==> src/hdl/atp_pkg.sv <==
package atp_pkg;

    // Register byte offsets on the APB bus
    localparam logic [7:0] ATP_OFF_CTRL  = 8'h00;
    localparam logic [7:0] ATP_OFF_CNT   = 8'h04;
    localparam logic [7:0] ATP_OFF_CMP   = 8'h08;
    localparam logic [7:0] ATP_OFF_ASYNC = 8'h0C;
    localparam logic [7:0] ATP_OFF_SFR   = 8'h10;
    localparam logic [7:0] ATP_OFF_FLAGS = 8'h14;

    // timer_control fields
    localparam int ATP_FORCE_BIT = 7;
    localparam int ATP_WM_HI_BIT = 6;
    localparam int ATP_COM_HI    = 5;
    localparam int ATP_COM_LO    = 4;
    localparam int ATP_WM_LO_BIT = 3;
    localparam int ATP_CS_HI     = 2;

    // async_status fields; busy bits double as the transfer slot index
    localparam int ATP_AS_BIT    = 3;
    localparam int ATP_SLOT_CNT  = 2;
    localparam int ATP_SLOT_CMP  = 1;
    localparam int ATP_SLOT_CTRL = 0;
    localparam int ATP_SLOTS     = 3;

    // special_function_reg and flag register fields
    localparam int ATP_PSR_BIT   = 1;
    localparam int ATP_CMPF_BIT  = 1;
    localparam int ATP_OVFF_BIT  = 0;

    // Oscillator edges a held write waits before landing
    localparam logic [1:0] ATP_XFER_EDGES = 2'h2;

    // Values after reset
    localparam logic [7:0] ATP_RST_BYTE = 8'h00;

    // Counter limits
    localparam logic [7:0] ATP_MAX    = 8'hFF;
    localparam logic [7:0] ATP_BOTTOM = 8'h00;

    // wave_mode encodings
    localparam logic [1:0] ATP_WM_NORMAL = 2'h0;
    localparam logic [1:0] ATP_WM_PC     = 2'h1;
    localparam logic [1:0] ATP_WM_CLR    = 2'h2;
    localparam logic [1:0] ATP_WM_FAST   = 2'h3;

    // compare_out_mode encodings
    localparam logic [1:0] ATP_COM_OFF    = 2'h0;
    localparam logic [1:0] ATP_COM_TOGGLE = 2'h1;
    localparam logic [1:0] ATP_COM_CLEAR  = 2'h2;
    localparam logic [1:0] ATP_COM_SET    = 2'h3;

endpackage

==> src/hdl/atp_timer.sv <==
`timescale 1ns/1ps
module atp_timer
    import atp_pkg::*;
#(
    parameter int PRE_W = 10
)
(
    // Clock and reset
    input  wire logic        pclk,
    input  wire logic        presetn,
    // APB slave
    input  wire logic        psel,
    input  wire logic        penable,
    input  wire logic        pwrite,
    input  wire logic [7:0]  paddr,
    input  wire logic [31:0] pwdata,
    output logic [31:0]      prdata,
    output logic             pready,
    output logic             pslverr,
    // Oscillator and port overrides
    input  wire logic        osc_in_pin,
    output logic             osc_pins_detached,
    // Compare output pin
    input  wire logic        compare_pin_dir,
    output logic             compare_out_level,
    output logic             compare_out_override,
    output logic             compare_out_oe,
    // Flags and vector acknowledges
    input  wire logic        compare_vec_taken,
    input  wire logic        overflow_vec_taken,
    output logic             compare_flag,
    output logic             overflow_flag
);

    typedef struct packed {
        logic                          sync1;
        logic                          sync2;
        logic                          sync3;
        logic                          osc_lvl;
        logic                          as_sel;
        logic [7:0]                    ctrl_tmp;
        logic [7:0]                    ctrl_act;
        logic [7:0]                    cnt_tmp;
        logic [7:0]                    cnt;
        logic [7:0]                    cmp_tmp;
        logic [7:0]                    cmp_buf;
        logic [7:0]                    cmp_act;
        logic [ATP_SLOTS-1:0]          pend;
        logic [ATP_SLOTS-1:0][1:0]     edges;
        logic                          psr;
        logic [PRE_W-1:0]              pre;
        logic                          up;
        logic                          block;
        logic                          oc;
        logic                          cmp_flag;
        logic                          ovf_flag;
        logic [31:0]                   prdata;
        logic                          pslverr;
    } atp_state_s;

    localparam atp_state_s ATP_RST_STATE = '0;

    atp_state_s r_ff;
    atp_state_s nxt_r;

    logic                 osc_rise;
    logic                 src_tick;
    logic                 tick;
    logic [PRE_W-1:0]     div_mask;
    logic [1:0]           wm;
    logic [1:0]           com;
    logic                 pwm;
    logic [7:0]           top;
    logic                 match;
    logic                 pwm_top;
    logic [ATP_SLOTS-1:0] done;
    logic                 wr;
    logic                 setup;
    logic [1:0]           new_wm;
    logic [1:0]           new_com;

    // Apply a compare action to the pin level
    function automatic logic com_act(input logic [1:0] mode, input logic cur);
        logic res;
        res = cur;
        unique case (mode)
            ATP_COM_OFF:    res = cur;
            ATP_COM_TOGGLE: res = ~cur;
            ATP_COM_CLEAR:  res = 1'b0;
            ATP_COM_SET:    res = 1'b1;
        endcase
        return res;
    endfunction

    assign wr    = psel && penable && pwrite;
    assign setup = psel && !penable;

    always_comb
    begin
        nxt_r = r_ff;

        // Oscillator pin passes three flops; an edge counts once stages two and three agree
        nxt_r.sync1 = osc_in_pin;
        nxt_r.sync2 = r_ff.sync1;
        nxt_r.sync3 = r_ff.sync2;
        osc_rise = (r_ff.sync2 == r_ff.sync3) && r_ff.sync2 && !r_ff.osc_lvl;
        if (r_ff.sync2 == r_ff.sync3)
        begin
            nxt_r.osc_lvl = r_ff.sync2;
        end

        src_tick = r_ff.as_sel ? osc_rise : 1'b1;

        // Prescaler clear; in async mode it waits for an oscillator edge
        if (r_ff.psr && (!r_ff.as_sel || osc_rise))
        begin
            nxt_r.pre = '0;
            nxt_r.psr = 1'b0;
        end
        else if (src_tick)
        begin
            nxt_r.pre = r_ff.pre + 1'b1;
        end

        unique case (r_ff.ctrl_act[ATP_CS_HI:0])
            3'h2:    div_mask = PRE_W'(10'h007);
            3'h3:    div_mask = PRE_W'(10'h01F);
            3'h4:    div_mask = PRE_W'(10'h03F);
            3'h5:    div_mask = PRE_W'(10'h07F);
            3'h6:    div_mask = PRE_W'(10'h0FF);
            3'h7:    div_mask = PRE_W'(10'h3FF);
            default: div_mask = '0;
        endcase
        tick = (r_ff.ctrl_act[ATP_CS_HI:0] != 3'h0) && src_tick
               && ((r_ff.pre & div_mask) == div_mask);

        wm  = {r_ff.ctrl_act[ATP_WM_HI_BIT], r_ff.ctrl_act[ATP_WM_LO_BIT]};
        com = r_ff.ctrl_act[ATP_COM_HI:ATP_COM_LO];
        pwm = (wm == ATP_WM_PC) || (wm == ATP_WM_FAST);
        top = (wm == ATP_WM_CLR) ? r_ff.cmp_act : ATP_MAX;

        // Compare on every tick; blocked after a counter write
        match   = tick && !r_ff.block && (r_ff.cnt == r_ff.cmp_act);
        pwm_top = pwm && com[1] && (r_ff.cmp_act == top);

        // Immediate compare update in normal and clear-on-match modes
        if (!pwm)
        begin
            nxt_r.cmp_act = r_ff.cmp_buf;
        end

        // Flag clears first so that a same-cycle set wins
        if (compare_vec_taken || (wr && paddr == ATP_OFF_FLAGS && pwdata[ATP_CMPF_BIT]))
        begin
            nxt_r.cmp_flag = 1'b0;
        end
        if (overflow_vec_taken || (wr && paddr == ATP_OFF_FLAGS && pwdata[ATP_OVFF_BIT]))
        begin
            nxt_r.ovf_flag = 1'b0;
        end

        if (tick)
        begin
            nxt_r.block = 1'b0;
            if (match)
            begin
                nxt_r.cmp_flag = 1'b1;
            end
            if (wm == ATP_WM_PC)
            begin
                if (r_ff.up)
                begin
                    if (r_ff.cnt == ATP_MAX)
                    begin
                        nxt_r.up  = 1'b0;
                        nxt_r.cnt = r_ff.cnt - 8'h01;
                        nxt_r.cmp_act = r_ff.cmp_buf;
                    end
                    else
                    begin
                        nxt_r.cnt = r_ff.cnt + 8'h01;
                    end
                end
                else if (r_ff.cnt == ATP_BOTTOM)
                begin
                    nxt_r.up  = 1'b1;
                    nxt_r.cnt = r_ff.cnt + 8'h01;
                    nxt_r.ovf_flag = 1'b1;
                end
                else
                begin
                    nxt_r.cnt = r_ff.cnt - 8'h01;
                end
                if (match && !pwm_top && com[1])
                begin
                    nxt_r.oc = r_ff.up ? com[0] : !com[0];
                end
            end
            else
            begin
                nxt_r.up  = 1'b1;
                nxt_r.cnt = (r_ff.cnt == top) ? ATP_BOTTOM : r_ff.cnt + 8'h01;
                if (r_ff.cnt == ATP_MAX)
                begin
                    nxt_r.ovf_flag = 1'b1;
                    if (wm == ATP_WM_FAST)
                    begin
                        nxt_r.cmp_act = r_ff.cmp_buf;
                    end
                end
                if (wm == ATP_WM_FAST)
                begin
                    // Match action, then BOTTOM action on the wrap
                    if (match && !pwm_top && com[1])
                    begin
                        nxt_r.oc = com[0];
                    end
                    if (r_ff.cnt == ATP_MAX && !pwm_top && com[1])
                    begin
                        nxt_r.oc = !com[0];
                    end
                end
                else if (match)
                begin
                    nxt_r.oc = com_act(com, r_ff.oc);
                end
            end
            // TOP carries the action in place of the match
            if (pwm_top && r_ff.cnt == top)
            begin
                nxt_r.oc = !com[0];
            end
        end

        // Holding-stage transfers, two oscillator edges in async mode
        for (int i = 0; i < ATP_SLOTS; i++)
        begin
            done[i] = 1'b0;
            if (r_ff.pend[i])
            begin
                if (!r_ff.as_sel || (osc_rise && r_ff.edges[i] == ATP_XFER_EDGES - 2'h1))
                begin
                    done[i]        = 1'b1;
                    nxt_r.pend[i]  = 1'b0;
                    nxt_r.edges[i] = 2'h0;
                end
                else if (osc_rise)
                begin
                    nxt_r.edges[i] = r_ff.edges[i] + 2'h1;
                end
            end
        end

        new_wm  = {r_ff.ctrl_tmp[ATP_WM_HI_BIT], r_ff.ctrl_tmp[ATP_WM_LO_BIT]};
        new_com = r_ff.ctrl_tmp[ATP_COM_HI:ATP_COM_LO];
        if (done[ATP_SLOT_CTRL])
        begin
            nxt_r.ctrl_act = r_ff.ctrl_tmp;
            nxt_r.ctrl_act[ATP_FORCE_BIT] = 1'b0;
            // Forced compare in non-PWM modes only; no flag, no clear
            if (r_ff.ctrl_tmp[ATP_FORCE_BIT]
                && (new_wm == ATP_WM_NORMAL || new_wm == ATP_WM_CLR))
            begin
                nxt_r.oc = com_act(new_com, r_ff.oc);
            end
        end
        if (done[ATP_SLOT_CNT])
        begin
            // Counter write blocks the following match
            nxt_r.cnt   = r_ff.cnt_tmp;
            nxt_r.block = 1'b1;
        end
        if (done[ATP_SLOT_CMP])
        begin
            nxt_r.cmp_buf = r_ff.cmp_tmp;
        end

        // APB writes take effect at the access edge
        if (wr)
        begin
            unique case (paddr)
                ATP_OFF_CTRL:
                begin
                    nxt_r.ctrl_tmp = pwdata[7:0];
                    nxt_r.pend[ATP_SLOT_CTRL]  = 1'b1;
                    nxt_r.edges[ATP_SLOT_CTRL] = 2'h0;
                end
                ATP_OFF_CNT:
                begin
                    nxt_r.cnt_tmp = pwdata[7:0];
                    nxt_r.pend[ATP_SLOT_CNT]  = 1'b1;
                    nxt_r.edges[ATP_SLOT_CNT] = 2'h0;
                end
                ATP_OFF_CMP:
                begin
                    nxt_r.cmp_tmp = pwdata[7:0];
                    nxt_r.pend[ATP_SLOT_CMP]  = 1'b1;
                    nxt_r.edges[ATP_SLOT_CMP] = 2'h0;
                end
                ATP_OFF_ASYNC:
                begin
                    nxt_r.as_sel = pwdata[ATP_AS_BIT];
                end
                ATP_OFF_SFR:
                begin
                    if (pwdata[ATP_PSR_BIT])
                    begin
                        nxt_r.psr = 1'b1;
                    end
                end
                default:
                begin
                end
            endcase
        end

        // Read data is captured in the setup cycle so it leaves a flop
        if (setup)
        begin
            nxt_r.prdata  = '0;
            nxt_r.pslverr = 1'b0;
            unique case (paddr)
                ATP_OFF_CTRL:
                begin
                    // Holding stage; force bit reads zero
                    nxt_r.prdata[7:0] = r_ff.ctrl_tmp;
                    nxt_r.prdata[ATP_FORCE_BIT] = 1'b0;
                end
                ATP_OFF_CNT:   nxt_r.prdata[7:0] = r_ff.cnt;
                ATP_OFF_CMP:   nxt_r.prdata[7:0] = r_ff.cmp_tmp;
                ATP_OFF_ASYNC:
                begin
                    nxt_r.prdata[ATP_AS_BIT] = r_ff.as_sel;
                    nxt_r.prdata[ATP_SLOTS-1:0] = r_ff.as_sel ? r_ff.pend : 3'h0;
                end
                ATP_OFF_SFR:   nxt_r.prdata[ATP_PSR_BIT] = r_ff.psr && r_ff.as_sel;
                ATP_OFF_FLAGS:
                begin
                    nxt_r.prdata[ATP_CMPF_BIT] = r_ff.cmp_flag;
                    nxt_r.prdata[ATP_OVFF_BIT] = r_ff.ovf_flag;
                end
                default:       nxt_r.pslverr = 1'b1;
            endcase
        end
    end

    always_ff @(posedge pclk or negedge presetn)
    begin
        if (!presetn)
        begin
            r_ff <= ATP_RST_STATE;
        end
        else
        begin
            r_ff <= nxt_r;
        end
    end

    assign prdata  = r_ff.prdata;
    assign pready  = 1'b1;
    assign pslverr = r_ff.pslverr && psel && penable;

    // Pins detached while the oscillator is selected
    assign osc_pins_detached = r_ff.as_sel;

    // Override on nonzero mode; driver needs the direction bit too
    assign compare_out_override = |r_ff.ctrl_act[ATP_COM_HI:ATP_COM_LO];
    assign compare_out_oe       = compare_out_override && compare_pin_dir;
    assign compare_out_level    = r_ff.oc;
    assign compare_flag         = r_ff.cmp_flag;
    assign overflow_flag        = r_ff.ovf_flag;
endmodule

==> config.mk <==
export PLATFORM = sky130hd
export DESIGN_NAME = atp_timer
export DESIGN_NICKNAME = d
export VERILOG_FILES = /design/src/hdl/atp_pkg.sv /design/src/hdl/atp_timer.sv
export SDC_FILE = /design/constraint.sdc
export NUM_CORES = 1
export LEC_CHECK = 0
export BUFFER_PORTS_ARGS = -buffer_cell sky130_fd_sc_hd__clkbuf_2
export CAP_MARGIN = 20
export CORE_UTILIZATION = 45
export CTS_BUF_LIST = sky130_fd_sc_hd__clkbuf_4 sky130_fd_sc_hd__clkbuf_8
export CTS_CLUSTER_SIZE = 30
export DETAILED_ROUTE_END_ITERATION = 10
export GPL_ROUTABILITY_DRIVEN = 1
export PLACE_DENSITY = 0.74
export SYNTH_ARGS = -nofsm -noshare
export SYNTH_HDL_FRONTEND = slang
export SYNTH_SLANG_ARGS = --single-unit
==> constraint.sdc <==
create_clock -name pclk -period 4.65 [get_ports pclk]
set_input_delay 0.93 -clock pclk [delete_from_list [all_inputs] [get_ports pclk]]
set_output_delay 0.93 -clock pclk [all_outputs]
set_load 0.01 [all_outputs]
==> results.txt <==
The tools report the worst endpoint required time as 4910 ps. In this run the clock root is driven by a sky130_fd_sc_hd__clkbuf_8. The total wire length was 12.2 mm; the worst clock skew was 13.8 ps. In the routed design, unresolved DRC markers number 0.

At the pin with the least slew margin, the transition time is 910 ps. The number of gates given a new drive strength after cts was 0. For this design, the CTS-stage hold fixing added 0 buffers.

The slowest cell on the critical path was sky130_fd_sc_hd__or4_4. The layout cell share with drive strength beyond 1 came out at 0.196. The critical path in this run is classified as flop to flop.

Yosys mapped a number of flops with a built-in enable equal to 0. Across all layers, the routed design uses 4087 vias. Path category of the worst min-delay check: flop to flop. Setup repair after global routing left no endpoint under its margin. The power per cell area was 290 mW/mm^2; the total setup buffers inserted after CTS was 0. During placement, the flow inserted port buffers numbering 39. The tool flagged a number of max-cap violations equal to 0. Synthesis inferred 94 register bits. VDD sags by at most 0.000158 V. The critical path goes through or4_4, nor4_4, a211o_4, mux2_1, a22o_1, mux2_2.

Post-detailed-route count of antenna-violating nets: 0. The floorplan step defined a die boundary enclosing 0.0121 mm^2. The count of final max-slew check failures was 0; the clock tree buffer depth was 2.

The prevailing post-synth register cell was sky130_fd_sc_hd__dfrtp_1. After layout, the minimum clock period comes to 2720 ps. The global-route usage over all layers is 0.221. The share of the cycle needed by the critical path after routing came out at 0.585. Proportion of power drawn by flip-flops and latches: 0.565. The run gives 0.448 as the post-synthesis sequential area ratio. At the later pin of the worst-skew pair, clock insertion delay measures 380 ps. After the last flow step, the layout net total stands at 619. The largest net degree at the start of global routing is 64.

Fill cells in the final layout number 1048. Clock-pin slew was measured on the worst setup and hold paths at 100 ps. The proportion of register bits with asynchronous set or reset after synthesis is 1.00. The core region is 0.0114 mm^2.

For the placement row count, the log shows 39. Most frequent standard cell in the layout excluding fill and tap cells: sky130_fd_sc_hd__dfrtp_1. Total CTS buffers: 9. The arrival time of data at the critical path endpoint is 2980 ps.

The delay contributed by the slowest stage of the critical path is 630 ps. Core occupancy in the finished layout: 0.488. The die span in x was 110 um; the number of global-route vias before repair was 4092. The height of the die came out at 110 um. The switching component of the power is 481 uW, and the total count of hold-check failures in the final report is 0.

Routability-driven placement finished with a final weighted congestion of 0.853. For the wire length of the first global-routing pass, the log shows 20.1 mm. The category of the worst setup path capture point is a flop.

The run gives 8.79 mm as the post-DP HPWL. Summed over all layers, the global routing overflow is 0. Internal power comes to 1.13 mW. The number of antenna violations at the first check in global routing was 0. From synthesis to final layout, the design area changed by 5.67%. The library cells used most frequently in the layout, excluding fill and tap cells, are 94 x sky130_fd_sc_hd__dfrtp_1, 83 x sky130_fd_sc_hd__nand2_1, 43 x sky130_fd_sc_hd__mux2_2. The routed length per placed instance was 17.2 um; the setup TNS after final layout was 0 ps. In this run, distinct cell masters in the synthesized netlist total 66. Synthesis warning total: 0. The ratio of routed vias to standard cells is 5.76, and the worst slew margin relative to its limit is 0.393. For the static leakage, the log shows 2.66 nW. Along the worst path, the maximum fanout reaches 12. The fraction of power consumed by the clock network is 0.331.

The run gives 0.462 as the starting density of the core. The tree built by TritonCTS fans out to 94 sinks. The H-tree generated during clock tree synthesis spans 3 levels. For the number of diodes, the log shows 0.

TritonCTS built the clock tree. The final worst hold slack is 379 ps, and the switching power share of the total is 0.299. In this run the count of I/O pins placed on the die edge is 89. Setup violations remaining at the end of the flow were counted as 0. The cell count after synthesis came out at 545. STA classifies the critical path startpoint as a flop.

The maximum achievable frequency is 0.368 GHz, and the iteration count of the initial detailed-routing pass is 7. Averaged over all synthesized cells, the footprint is 9.63 um^2. The flow ran to the end, and the final reports show no timing, DRC or antenna violations.

The relative contribution of combinational cells to total power was 0.104. The run gives 0.00525 mm^2 as the area of the mapped netlist. The number of DRC violations after detailed-routing iteration 0 was 345.
[path summary, 6_finish.rpt]
path / startpoint / end / slack [ps] / depth (start not counted)
setup / recovery: r_ff[84] / r_ff[84] / 1930 / 6
hold / removal: nxt_r[117] / nxt_r[116] / 380 / 0
setup reg to reg: r_ff[84] / r_ff[84] / 1930 / 6
hold reg to reg: nxt_r[117] / nxt_r[116] / 380 / 0
max in group asynchronous: presetn / r_ff[75] / 3080 / 2
min in group asynchronous: presetn / compare_out_level / 630 / 1
[synth_stat cells, types with 2 or more instances]
| cell | number | area share |
|---|---|---|
| sky130_fd_sc_hd__o31ai_1 | 9 | 0.013 |
| sky130_fd_sc_hd__and4_1 | 3 | 0.0050 |
| sky130_fd_sc_hd__o21ai_0 | 27 | 0.026 |
| sky130_fd_sc_hd__or2_2 | 2 | 0.0024 |
| sky130_fd_sc_hd__nor4_1 | 3 | 0.0036 |
| sky130_fd_sc_hd__a2bb2oi_1 | 2 | 0.0033 |
| sky130_fd_sc_hd__a21boi_0 | 3 | 0.0043 |
| sky130_fd_sc_hd__nor3_1 | 11 | 0.010 |
| sky130_fd_sc_hd__and3_1 | 7 | 0.0083 |
| sky130_fd_sc_hd__a211oi_1 | 2 | 0.0029 |
| sky130_fd_sc_hd__ha_1 | 8 | 0.019 |
| sky130_fd_sc_hd__a221oi_1 | 2 | 0.0033 |
| sky130_fd_sc_hd__inv_1 | 14 | 0.010 |
| sky130_fd_sc_hd__nand2b_1 | 8 | 0.0095 |
| sky130_fd_sc_hd__nor2b_1 | 7 | 0.0083 |
| sky130_fd_sc_hd__nand2_1 | 83 | 0.059 |
| sky130_fd_sc_hd__nand3_1 | 13 | 0.012 |
| sky130_fd_sc_hd__dfrtp_1 | 94 | 0.45 |
| sky130_fd_sc_hd__mux2_2 | 43 | 0.092 |
| sky130_fd_sc_hd__nand4_1 | 9 | 0.011 |
| sky130_fd_sc_hd__nand3b_1 | 4 | 0.0057 |
| sky130_fd_sc_hd__or3_1 | 5 | 0.0060 |
| sky130_fd_sc_hd__a22o_1 | 2 | 0.0033 |
| sky130_fd_sc_hd__xnor2_1 | 2 | 0.0033 |
| sky130_fd_sc_hd__buf_4 | 35 | 0.050 |
| sky130_fd_sc_hd__o31a_1 | 2 | 0.0033 |
| sky130_fd_sc_hd__clkbuf_1 | 16 | 0.011 |
| sky130_fd_sc_hd__a22oi_1 | 4 | 0.0057 |
| sky130_fd_sc_hd__buf_2 | 4 | 0.0038 |
| sky130_fd_sc_hd__nor2_1 | 39 | 0.028 |
| sky130_fd_sc_hd__o32ai_1 | 4 | 0.0067 |
| sky130_fd_sc_hd__o211ai_1 | 2 | 0.0029 |
| sky130_fd_sc_hd__mux2i_1 | 8 | 0.015 |
| sky130_fd_sc_hd__o22ai_1 | 2 | 0.0024 |
| sky130_fd_sc_hd__xor2_1 | 9 | 0.015 |
| sky130_fd_sc_hd__o41ai_1 | 2 | 0.0033 |
| sky130_fd_sc_hd__and2_1 | 3 | 0.0036 |
| sky130_fd_sc_hd__a31oi_1 | 6 | 0.0072 |
| sky130_fd_sc_hd__a21oi_1 | 18 | 0.017 |
| sky130_fd_sc_hd__conb_1 | 2 | 0.0014 |
[per-stage QoR]
| stage | instances | instance area [um^2] | worst slack [ps] | power, mW |
|---|---|---|---|---|
| global placement | 694 | 5360 | 1820 | 1.08 |
| detailed placement | 694 | 5360 | 1810 | 1.09 |
| CTS | 710 | 5550 | 1970 | 1.62 |
| global route | 710 | 5550 | 1790 | 1.69 |
| floorplan | 568 | 5330 | 2020 | 1.04 |
| finish | 710 | 5550 | 1930 | 1.61 |
[worst max-delay path, delay by kind of cell, from the launching register on]
kind             cells  cell delay, ps
AND/OR/NAND/NOR      2             950
flip-flops           1             570
AO/OA/AOI/OAI        2             470
multiplexers         2             630
[final cells by class]
cell class              instances  area, um^2  area share
clock buffers                   9         124      0.0223
well taps                     143         179      0.0323
multi-input cells             402        2560       0.462
flip-flops and latches         94        2350       0.424
inverters                      15        56.3      0.0102
clock inverters                 7        65.1      0.0117
repair buffers                 40         205      0.0370
[power by group through the flow]
stage	Sequential [mW]	Combinational, mW	Clock (mW)
floorplan	0.904	0.132	0
global placement	0.918	0.158	0
detailed placement	0.922	0.167	0
CTS	0.906	0.168	0.544
global route	0.915	0.191	0.587
finish	0.908	0.168	0.533
[flip-flops by register name, indices dropped and copies added, names as in the netlist]
register,flops
nxt_r,2
compare_flag,1
prdata,8
new_com,2
overflow_flag,1
r_ff,74
compare_out_level,1
com,2
osc_pins_detached,1
new_wm,2
[cell families (layout without fill, tap and decap cells)]
| family | after synthesis | count (layout) | share of synthesized area |
|---|---|---|---|
| simple gates | 204 | 204 | 0.188 |
| compound gates | 101 | 101 | 0.131 |
| flops | 94 | 94 | 0.448 |
| buf+inv | 72 | 71 | 0.0796 |
| mux | 53 | 53 | 0.114 |
| xor+xnor | 11 | 11 | 0.0184 |
| fa+ha+maj | 8 | 8 | 0.0191 |
| other cells | 2 | 25 | 0.00143 |
[metal layers]
| layer | share of wire | vias to the layer above | GRT usage |
|---|---|---|---|
| met4 | 0.035 | 0 | 0.103 |
| met1 | 0.42 | 2002 | 0.280 |
| li1 | - | 1901 | - |
| met3 | 0.054 | 32 | 0.0506 |
| met2 | 0.49 | 152 | 0.358 |
| met5 | 0 | - | 0 |
Power figures use the tool's default switching activity.
